`src/cbp_map.vh`:
```
// constants of the completion-row access block: codes, sizes, times, register map
// assumes inclusion by bare name into each design file that needs them
`ifndef CBP_MAP_VH
`define CBP_MAP_VH

// instruction register, shifted lsb first
`define CBP_IR_W 8
`define CBP_IR_ENABLE 8'hE8
`define CBP_IR_PROGRAM 8'hEA
`define CBP_IR_VERIFY 8'hEE
`define CBP_IR_DISCHARGE 8'hF0
`define CBP_IR_INIT 8'hF0
`define CBP_IR_DISABLE 8'hC0
`define CBP_IR_BYPASS 8'hFF
`define CBP_IR_CAP_LOW 2'b01

// row data register: data word above a seven-bit address
`define CBP_DATA_W 274
`define CBP_ADDR_W 7
`define CBP_DR_W 281
`define CBP_ROW_ADDR 7'h50
`define CBP_FLAG_FIRST_BIT 8
`define CBP_FLAG_SECOND_BIT 9
`define CBP_PROT_LO_BIT 1
`define CBP_PROT_HI_BIT 7

// dwell times and clock
`define CBP_CLK_MHZ 100
`define CBP_T_ENABLE_US 800
`define CBP_T_PROG_MS 10
`define CBP_T_DISCH_US 20
`define CBP_T_INIT_US 800
`define CBP_T_READ_US 20
`define CBP_US_PER_MS 1000
`define CBP_TMR_W 20

// pending operation codes
`define CBP_OP_NONE 3'h0
`define CBP_OP_ENABLE 3'h1
`define CBP_OP_PROG 3'h2
`define CBP_OP_DISCH 3'h3
`define CBP_OP_INIT 3'h4
`define CBP_OP_READ 3'h5

// avalon register map, word indices (byte address is the index times four)
`define CBP_REG_STATUS 3'h0
`define CBP_REG_CTRL 3'h1
`define CBP_REG_INSTR 3'h2
`define CBP_REG_ROW 3'h3
`define CBP_CTRL_LOCKOUT 0
`define CBP_ST_ENABLE 0
`define CBP_ST_READY 1
`define CBP_ST_BUSY 2
`define CBP_ST_CFG_OK 3
`define CBP_ST_USER 4
`define CBP_ST_READ_RDY 5
`define CBP_ST_TAP_LO 8

`endif

```
`src/cbp_sync.v`:
```
// two-flop synchroniser for a group of pin inputs
// assumes the inputs are asynchronous to clk and each bit is independent
`default_nettype none
module cbp_sync #(
   parameter W = 1
) (
   input wire clk,
   input wire rst_b,
   input wire [W-1:0] din,
   output reg [W-1:0] dout
);
   reg [W-1:0] meta_r;

   always @(posedge clk or negedge rst_b) begin
      if (!rst_b) begin
         meta_r <= {W{1'b0}};
         dout <= {W{1'b0}};
      end else begin
         meta_r <= din;
         dout <= meta_r;
      end
   end
endmodule
`default_nettype wire

```
`src/cbp_timer.v`:
```
// dwell timer: counts clk cycles while run is high, pulses done at the end
// assumes start is a one-cycle pulse; a new start restarts the count
`default_nettype none
`include "cbp_map.vh"
module cbp_timer (
   input wire clk,
   input wire rst_b,
   input wire start,
   input wire [`CBP_TMR_W-1:0] load,
   input wire run,
   output reg busy,
   output reg done
);
   reg [`CBP_TMR_W-1:0] cnt_r;

   always @(posedge clk or negedge rst_b) begin
      if (!rst_b) begin
         cnt_r <= {`CBP_TMR_W{1'b0}};
         busy <= 1'b0;
         done <= 1'b0;
      end else begin
         done <= 1'b0;
         if (start) begin
            cnt_r <= load;
            busy <= 1'b1;
         end else if (busy && run) begin
            cnt_r <= cnt_r - {{(`CBP_TMR_W-1){1'b0}}, 1'b1};
            if (cnt_r <= {{(`CBP_TMR_W-1){1'b0}}, 1'b1}) begin
               busy <= 1'b0;
               done <= 1'b1;
            end
         end
      end
   end
endmodule
`default_nettype wire

```
`src/cbp_top.v`:
```
// completion-row access: tap controller, isc instructions, the shared
// protection/completion row and an avalon-mm status/control slave
// assumes tck, tms, tdi come from an external programmer, async to ref_clk
//
// How it works
// - 8-bit instructions lsb first, loaded at update-ir
// - enable code decoded, msb set
// - enable sets flip-flop; 800 us idle dwell
// - program code selects row programming
// - 274 data bits then 7 address bits
// - completion row shares protection bits, address 1010000
// - first flag at d8 is 1, second 0
// - discharge code, 20 us idle dwell
// - init shares discharge code pattern
// - init via empty dr pass, 800 us load
// - disable ends configuration mode at idle
// - bypass all ones, then back to reset
// - after disable and reset, run user mode (entered only if init latched cfg_ok_r, i.e. the row flags were valid)
// - ir capture flushes status for checking
// - verify code selects row read
// - read-back shows completion row pattern
`default_nettype none
`include "cbp_map.vh"
module cbp_top #(
   parameter T_ENABLE_CYC = `CBP_T_ENABLE_US * `CBP_CLK_MHZ,
   parameter T_PROG_CYC = `CBP_T_PROG_MS * `CBP_US_PER_MS * `CBP_CLK_MHZ,
   parameter T_INIT_CYC = `CBP_T_INIT_US * `CBP_CLK_MHZ
) (
   input wire ref_clk,
   input wire rst_b,
   input wire tck,
   input wire tms,
   input wire tdi,
   output reg tdo,
   output reg tdo_oe_b,
   output reg user_mode,
   input wire [4:0] avs_address,
   input wire avs_read,
   input wire avs_write,
   input wire [31:0] avs_writedata,
   input wire [3:0] avs_byteenable,
   output reg [31:0] avs_readdata,
   output reg avs_waitrequest
);
   localparam T_DISCH_CYC = `CBP_T_DISCH_US * `CBP_CLK_MHZ;
   localparam T_READ_CYC = `CBP_T_READ_US * `CBP_CLK_MHZ;

   localparam S_TLR = 4'h0;
   localparam S_RTI = 4'h1;
   localparam S_SEL_DR = 4'h2;
   localparam S_CAP_DR = 4'h3;
   localparam S_SH_DR = 4'h4;
   localparam S_EX1_DR = 4'h5;
   localparam S_PA_DR = 4'h6;
   localparam S_EX2_DR = 4'h7;
   localparam S_UPD_DR = 4'h8;
   localparam S_SEL_IR = 4'h9;
   localparam S_CAP_IR = 4'hA;
   localparam S_SH_IR = 4'hB;
   localparam S_EX1_IR = 4'hC;
   localparam S_PA_IR = 4'hD;
   localparam S_EX2_IR = 4'hE;
   localparam S_UPD_IR = 4'hF;

   wire [2:0] pins_s;
   reg tck_d_r;
   wire tck_s = pins_s[2];
   wire tms_s = pins_s[1];
   wire tdi_s = pins_s[0];
   wire tck_rise = tck_s & ~tck_d_r;
   wire tck_fall = ~tck_s & tck_d_r;

   reg [3:0] tap_r;
   reg [3:0] tap_nxt;
   reg [`CBP_IR_W-1:0] ir_sh_r;
   reg [`CBP_IR_W-1:0] ir_r;
   reg [`CBP_DR_W-1:0] dr_sh_r;
   reg bypass_r;
   reg [`CBP_DATA_W-1:0] nv_row_r;
   reg [`CBP_DATA_W-1:0] pend_data_r;
   reg [2:0] op_r;
   reg enable_ff_r;
   reg isc_ready_r;
   reg cfg_ok_r;
   reg read_ready_r;
   reg exit_pend_r;
   reg lockout_r;
   reg tmr_start_r;
   reg [`CBP_TMR_W-1:0] tmr_load_r;
   wire tmr_busy;
   wire tmr_done;

   wire row_dr_sel = (ir_r == `CBP_IR_PROGRAM) || (ir_r == `CBP_IR_VERIFY);
   wire addr_hit = dr_sh_r[`CBP_ADDR_W-1:0] == `CBP_ROW_ADDR;
   wire [`CBP_DATA_W-1:0] dr_data = dr_sh_r[`CBP_DR_W-1:`CBP_ADDR_W];
   wire flags_ok = nv_row_r[`CBP_FLAG_FIRST_BIT] &
      ~nv_row_r[`CBP_FLAG_SECOND_BIT];
   wire [`CBP_IR_W-1:0] ir_dec = lockout_r ? `CBP_IR_BYPASS : ir_sh_r;

   cbp_sync #(
      .W(3)
   ) u_sync (
      .clk(ref_clk),
      .rst_b(rst_b),
      .din({tck, tms, tdi}),
      .dout(pins_s)
   );

   cbp_timer u_timer (
      .clk(ref_clk),
      .rst_b(rst_b),
      .start(tmr_start_r),
      .load(tmr_load_r),
      .run(tap_r == S_RTI),
      .busy(tmr_busy),
      .done(tmr_done)
   );

   // standard sixteen-state controller; tms high five edges always reaches reset
   always @* begin
      case (tap_r)
         S_TLR: tap_nxt = tms_s ? S_TLR : S_RTI;
         S_RTI: tap_nxt = tms_s ? S_SEL_DR : S_RTI;
         S_SEL_DR: tap_nxt = tms_s ? S_SEL_IR : S_CAP_DR;
         S_CAP_DR: tap_nxt = tms_s ? S_EX1_DR : S_SH_DR;
         S_SH_DR: tap_nxt = tms_s ? S_EX1_DR : S_SH_DR;
         S_EX1_DR: tap_nxt = tms_s ? S_UPD_DR : S_PA_DR;
         S_PA_DR: tap_nxt = tms_s ? S_EX2_DR : S_PA_DR;
         S_EX2_DR: tap_nxt = tms_s ? S_UPD_DR : S_SH_DR;
         S_UPD_DR: tap_nxt = tms_s ? S_SEL_DR : S_RTI;
         S_SEL_IR: tap_nxt = tms_s ? S_TLR : S_CAP_IR;
         S_CAP_IR: tap_nxt = tms_s ? S_EX1_IR : S_SH_IR;
         S_SH_IR: tap_nxt = tms_s ? S_EX1_IR : S_SH_IR;
         S_EX1_IR: tap_nxt = tms_s ? S_UPD_IR : S_PA_IR;
         S_PA_IR: tap_nxt = tms_s ? S_EX2_IR : S_PA_IR;
         S_EX2_IR: tap_nxt = tms_s ? S_UPD_IR : S_SH_IR;
         S_UPD_IR: tap_nxt = tms_s ? S_SEL_DR : S_RTI;
         default: tap_nxt = S_TLR;
      endcase
   end

   // tap state and shift paths on tck rising edges
   always @(posedge ref_clk or negedge rst_b) begin
      if (!rst_b) begin
         tck_d_r <= 1'b0;
         tap_r <= S_TLR;
         ir_sh_r <= `CBP_IR_BYPASS;
         dr_sh_r <= {`CBP_DR_W{1'b0}};
         bypass_r <= 1'b0;
      end else begin
         tck_d_r <= tck_s;
         if (tck_rise) begin
            tap_r <= tap_nxt;
            case (tap_r)
               S_CAP_IR:
                  // status flushed out as each instruction is shifted in
                  ir_sh_r <= {3'b000, user_mode, enable_ff_r, flags_ok,
                     `CBP_IR_CAP_LOW};
               S_SH_IR:
                  ir_sh_r <= {tdi_s, ir_sh_r[`CBP_IR_W-1:1]};
               S_CAP_DR: begin
                  bypass_r <= 1'b0;
                  if (ir_r == `CBP_IR_VERIFY && read_ready_r)
                     dr_sh_r <= {nv_row_r, {`CBP_ADDR_W{1'b0}}};
               end
               S_SH_DR: begin
                  // data msb first, then address; last bit lands in address bit 0
                  if (row_dr_sel)
                     dr_sh_r <= {dr_sh_r[`CBP_DR_W-2:0], tdi_s};
                  else
                     bypass_r <= tdi_s;
               end
               default: begin
               end
            endcase
         end
      end
   end

   // tdo changes on the falling tck edge, driven only while shifting
   always @(posedge ref_clk or negedge rst_b) begin
      if (!rst_b) begin
         tdo <= 1'b1;
         tdo_oe_b <= 1'b1;
      end else if (tck_fall) begin
         tdo_oe_b <= ~(tap_r == S_SH_IR || tap_r == S_SH_DR);
         if (tap_r == S_SH_IR)
            tdo <= ir_sh_r[0];
         else if (tap_r == S_SH_DR)
            tdo <= row_dr_sel ? dr_sh_r[`CBP_DR_W-1] : bypass_r;
         else
            tdo <= 1'b1;
      end
   end

   // isc instruction and operation control: updates act on falling tck edges, disable and reset entry on rising edges
   always @(posedge ref_clk or negedge rst_b) begin
      if (!rst_b) begin
         ir_r <= `CBP_IR_BYPASS;
         op_r <= `CBP_OP_NONE;
         enable_ff_r <= 1'b0;
         isc_ready_r <= 1'b0;
         cfg_ok_r <= 1'b0;
         read_ready_r <= 1'b0;
         exit_pend_r <= 1'b0;
         user_mode <= 1'b0;
         tmr_start_r <= 1'b0;
         tmr_load_r <= {`CBP_TMR_W{1'b0}};
         nv_row_r <= {`CBP_DATA_W{1'b1}};
         pend_data_r <= {`CBP_DATA_W{1'b1}};
      end else begin
         tmr_start_r <= 1'b0;
         if (tck_fall && tap_r == S_UPD_IR) begin
            ir_r <= ir_dec;
            if (ir_dec == `CBP_IR_ENABLE) begin
               enable_ff_r <= 1'b1;
               isc_ready_r <= 1'b0;
               user_mode <= 1'b0;
               op_r <= `CBP_OP_ENABLE;
               tmr_load_r <= T_ENABLE_CYC[`CBP_TMR_W-1:0];
               tmr_start_r <= 1'b1;
            end else if (ir_dec == `CBP_IR_DISCHARGE && enable_ff_r) begin
               // the same code becomes init once a dr update follows
               op_r <= `CBP_OP_DISCH;
               tmr_load_r <= T_DISCH_CYC[`CBP_TMR_W-1:0];
               tmr_start_r <= 1'b1;
            end
         end
         if (tck_fall && tap_r == S_UPD_DR && enable_ff_r) begin
            if (ir_r == `CBP_IR_PROGRAM && addr_hit) begin
               // whole shared row is rewritten, protection bits included
               pend_data_r <= dr_data;
               op_r <= `CBP_OP_PROG;
               tmr_load_r <= T_PROG_CYC[`CBP_TMR_W-1:0];
               tmr_start_r <= 1'b1;
            end else if (ir_r == `CBP_IR_VERIFY) begin
               read_ready_r <= 1'b0;
               if (addr_hit) begin
                  op_r <= `CBP_OP_READ;
                  tmr_load_r <= T_READ_CYC[`CBP_TMR_W-1:0];
                  tmr_start_r <= 1'b1;
               end
            end else if (ir_r == `CBP_IR_INIT) begin
               op_r <= `CBP_OP_INIT;
               tmr_load_r <= T_INIT_CYC[`CBP_TMR_W-1:0];
               tmr_start_r <= 1'b1;
            end
         end
         if (tmr_done) begin
            op_r <= `CBP_OP_NONE;
            case (op_r)
               `CBP_OP_ENABLE: isc_ready_r <= 1'b1;
               // programming can only clear erased cells
               `CBP_OP_PROG: nv_row_r <= nv_row_r & pend_data_r;
               `CBP_OP_INIT: cfg_ok_r <= flags_ok;
               `CBP_OP_READ: read_ready_r <= 1'b1;
               default: begin
               end
            endcase
         end
         if (tck_rise && tap_nxt == S_RTI && tap_r != S_RTI &&
               ir_r == `CBP_IR_DISABLE && enable_ff_r) begin
            enable_ff_r <= 1'b0;
            isc_ready_r <= 1'b0;
            exit_pend_r <= 1'b1;
         end
         if (tck_rise && tap_nxt == S_TLR && tap_r != S_TLR) begin
            ir_r <= `CBP_IR_BYPASS;
            if (exit_pend_r) begin
               exit_pend_r <= 1'b0;
               user_mode <= cfg_ok_r;
            end
         end
      end
   end

   // avalon slave: one wait cycle, then answer with waitrequest low
   always @(posedge ref_clk or negedge rst_b) begin
      if (!rst_b) begin
         avs_waitrequest <= 1'b1;
         avs_readdata <= 32'h00000000;
         lockout_r <= 1'b0;
      end else begin
         avs_waitrequest <= 1'b1;
         if ((avs_read || avs_write) && avs_waitrequest) begin
            avs_waitrequest <= 1'b0;
            avs_readdata <= 32'h00000000;
            if (avs_read && avs_address[1:0] == 2'b00) begin
               case (avs_address[4:2])
                  `CBP_REG_STATUS: begin
                     avs_readdata[`CBP_ST_ENABLE] <= enable_ff_r;
                     avs_readdata[`CBP_ST_READY] <= isc_ready_r;
                     avs_readdata[`CBP_ST_BUSY] <= tmr_busy;
                     avs_readdata[`CBP_ST_CFG_OK] <= cfg_ok_r;
                     avs_readdata[`CBP_ST_USER] <= user_mode;
                     avs_readdata[`CBP_ST_READ_RDY] <= read_ready_r;
                     avs_readdata[`CBP_ST_TAP_LO+3:`CBP_ST_TAP_LO] <= tap_r;
                  end
                  `CBP_REG_CTRL: avs_readdata[`CBP_CTRL_LOCKOUT] <= lockout_r;
                  `CBP_REG_INSTR: avs_readdata[`CBP_IR_W-1:0] <= ir_r;
                  `CBP_REG_ROW: avs_readdata <= nv_row_r[31:0];
                  default: avs_readdata <= 32'h00000000;
               endcase
            end
         end
         if (avs_write && !avs_waitrequest && avs_byteenable[0] &&
               avs_address == {`CBP_REG_CTRL, 2'b00})
            lockout_r <= avs_writedata[`CBP_CTRL_LOCKOUT];
      end
   end
endmodule
`default_nettype wire

```
`config.mk`:
```
export PLATFORM = sky130hd
export DESIGN_NAME = cbp_top
export DESIGN_NICKNAME = d
export VERILOG_FILES = /design/src/cbp_sync.v /design/src/cbp_timer.v /design/src/cbp_top.v
export VERILOG_INCLUDE_DIRS = /design/src
export SDC_FILE = /design/constraint.sdc
export NUM_CORES = 2
export LEC_CHECK = 0
export BUFFER_PORTS_ARGS = -buffer_cell sky130_fd_sc_hd__clkbuf_2
export CAP_MARGIN = 5
export CORE_UTILIZATION = 30
export CTS_CLUSTER_DIAMETER = 60
export DETAILED_ROUTE_END_ITERATION = 10
export PLACE_DENSITY_LB_ADDON = 0.2
export SETUP_SLACK_MARGIN = 0.4
export SLEW_MARGIN = 10
export SYNTH_ARGS = -nofsm -noshare
export SYNTH_HDL_FRONTEND = slang
export SYNTH_HIERARCHICAL = 1
export SYNTH_SLANG_ARGS = --single-unit
```
`constraint.sdc`:
```
create_clock -name ref_clk -period 3.5 [get_ports ref_clk]
set_clock_uncertainty 0.1 [all_clocks]
set_input_delay 0.175 -clock ref_clk [delete_from_list [all_inputs] [get_ports ref_clk]]
set_output_delay 0.175 -clock ref_clk [all_outputs]
set_load 0.05 [all_outputs]
```
==> impl_metrics.ini <==
[timing]
setup_viol = 0
maxSlewViolCount = 0
hold_viol = 0
layout_setup_ws_ns = 0.6206
finalCritPeriodShare_pct = 82.27
worst_pin_slew_ns = 1.049
fin_setup_tns_ns = 0
rsz0062_at_grt = false
relSlewSlack_pct = 30.05
fmax_mhz = 347.3
fin_crit_ns = 2.879

[power]
p_int_mw = 18.86
switching_share_pct = 23.40
leakage_nw = 20.75
clockPowerShare_pct = 46.8
power_density_nw_per_um2 = 533.1
combPwrFrac_pct = 7.6
p_seq_share_pct = 45.6
power.switching_mw = 5.759
ir_worst_vdd_uv = 359.8

[yosys]
avgSynthCellArea_um2 = 15.33
ys_warn_count = 6
syn-cell-area_um2 = 39750
netlist-cell-type-count = 68
ys_seq_area_share_pct = 61.27
synthCells = 2594
ys_seq_elements = 945
async_flop_share_pct = 100.0
synth_edf_count = 0
synth_ff_type = dfstp_2
synthesis.nets = 2644

[worst_setup_path]
startpoint_type = flip-flop
cp_max_fo = 20
crit_required_ns = 3.99
endpoint_kind = flip-flop
reg2reg_depth = 6
worstPathArrival_ns = 3.37
path_class = reg -> reg

[drt]
drt_iter0_markers = 923
wl_per_cell_um = 16.64
wirelength_mm = 75.39
drt_first_pass_iters = 5
drc = 0
vias_per_cell = 4.633
ant_nets = 0
vias = 20990

[cts]
cts-root-buf = clkbuf_16
insertion_delay_ns = 0.67
path_clk_slew_ns = 0.06
cts_sinks = 945
cts_buffer_depth = 3
cts_tree = yes
htree_levels = 3
numCtsBuffers = 107

[placement]
dpl.cell_count = 4320
gp_congestion = 0.7534
dp_slack_ns = 0.3426
dpl_cell_area_um2 = 42370
portBuffers = 49
dp_hpwl_mm = 42.95

[die]
core_area_um2 = 131500
fp.dieW_um = 366.0
dieArea_um2 = 134000
ioPinCount = 84
rows = 133
die_h_um = 366.0
initial_core_util_pct = 30.24

[run_status]
outcome = completed

[final_layout]
drive_above_1_share_pct = 61.82
stdcell_count = 4531
area_growth_pct = 16.16
finish.instance_area_um2 = 46180
antennaDiodeCount = 0
fin_nets = 2736

[flow_run]
cap_violations = 0

[global_routing]
grt_pass1_wl_mm = 128.1
antenna_found_initial = 2
grt_max_degree = 102
overflow = 0
grt_util_met2_pct = 18.52
use_met3_pct = 2.313
grt-busiest-layer = met2
grt.total_usage_pct = 11.44
grt_pass1_vias = 23680
grtUsageMet1_pct = 15.46

[worst_hold_path]
hp-class = in -> async
-- sequential cells by signal, summed over array words and instances (netlist names), 3 cells and up --
signal,cells
dr_sh_r,281
nv_row_r,274
pend_data_r,274
avs_readdata,32
tmr_load_r,20
u_timer/cnt_r,20
ir_r,8
ir_sh_r,8
tap_r,4
op_r,3
u_sync/dout,3
u_sync/meta_r,3
-- critical path, cell delays in order, from the launching register on --
cell     delay, ns
dfrtp_1       0.40
or4b_1        0.54
nor4b_2       0.46
nand2_1       0.35
nor2_2        0.22
buf_4         0.34
mux2_2        0.38
-- final timing paths --
| path | from | to | slack, ns |
|---|---|---|---|
| worst max-delay path | dr_sh_r[2] | pend_data_r[261] | 0.62 |
| worst min-delay path | rst_b | dr_sh_r[72] | 0.09 |
| max in group asynchronous | rst_b | pend_data_r[33] | 2.10 |
| worst min register to register | u_sync/meta_r[2] | u_sync/dout[2] | 0.25 |
| worst max register to register | dr_sh_r[2] | pend_data_r[261] | 0.62 |
| min in group ref_clk | avs_address[2] | avs_readdata[5] | 0.09 |
-- layout make-up --
class | instances | area, um^2
Clock buffer | 164 | 3213
Timing Repair Buffer | 136 | 1314
Sequential cell | 945 | 24360
Multi-Input combinational cell | 1479 | 14560
Tap cell | 1755 | 2196
Clock inverter | 35 | 469.2
Fill cell | 12480 | 85290
Inverter | 17 | 63.81
-- placed cells by master, fill, tap and decap left out, types with 5 or more instances in the layout --
cell type      Yosys  final
clkbuf_8           0     30
mux2_2           630    630
a222oi_1           6      6
mux2i_1            9      9
dfrtp_1          378    378
o211ai_1           6      6
nor3_1            21     21
a21o_1             5      5
nor2b_1           11     11
a22oi_1            7      7
dfstp_2          567    567
clkbuf_2           1     48
nand3_1           18     17
a21bo_2            7      7
nand2_1           52     52
a22o_1            21     21
o21ai_0           49     49
nand3b_1           7      7
clkinv_2           0     15
nor4_1             7      7
mux2_4           199    199
a21oi_1           16     16
nand4_1            8      8
nand2b_1           8      7
clkbuf_1          79     26
nor2_1            36     34
dlygate4sd3_1      0     12
clkbuf_16          0    108
o21a_1           275    275
xor2_1             8      8
buf_4              1     45
buf_12             0     30
inv_1             17     17
and2_1             9      9
bufinv_16          0     10
-- power groups by stage --
stage	clock, mW	combinational, mW	sequential, mW
2_1_floorplan	0	1.13	11.4
3_3_place_gp	0	1.89	11.4
3_5_place_dp	0	1.91	11.4
4_1_cts	12.0	1.93	11.2
5_1_grt	12.4	2.06	11.2
6_report	11.5	1.88	11.2
-- per-layer routing --
layer | vias up | routed length [um]
met3 | 124 | 2558
met1 | 11140 | 35510
met5 | - | 0
li1 | 9505 | -
met4 | 0 | 1842
met2 | 225 | 35480
-- synth_stat cells (18+ instances only) --
cell      count  area, um^2
nand3_1      18       90.09
clkbuf_1     79       296.5
o21a_1      275        2064
nor3_1       21       105.1
mux2_2      630        7094
nand2_1      52       195.2
dfrtp_1     378        9459
o21ai_0      49       245.2
a22o_1       21       183.9
buf_6        22       247.7
mux2_4      199        2988
buf_2        45       225.2
dfstp_2     567       14900
nor2_1       36       135.1
-- stage by stage --
stage,hold slack [ns],utilization (%),power [mW]
2_1_floorplan,-0.2206,-,12.51
3_3_place_gp,0.1725,32.23,13.27
3_5_place_dp,0.1902,32.23,13.30
4_1_cts,0.04751,35.13,25.11
5_1_grt,0.1346,35.13,25.71
6_report,0.09354,35.13,24.62
-- kinds of logic (layout without fill, tap and decap cells) --
group | Yosys count | after routing | share of synthesized area (%)
AND/OR/NAND/NOR | 210 | 210 | 2.902
multiplexers | 839 | 839 | 25.65
AO/OA/AOI/OAI | 415 | 415 | 7.598
flip-flops | 945 | 945 | 61.27
adder cells (fa/ha/maj) | 3 | 3 | 0.08812
XOR/XNOR | 12 | 12 | 0.2644
buffers and inverters | 170 | 352 | 2.232
-- repair_timing --
item | 4_1_cts | 5_1_grt
hold buffers | 12 | 0
hold endpoints to repair | 96 | 0
buffers inserted | 0 | 0
resized for setup | 1 | 0
setup endpoints to repair | 15 | 0
Note: power is estimated with default switching activity, not from simulation.
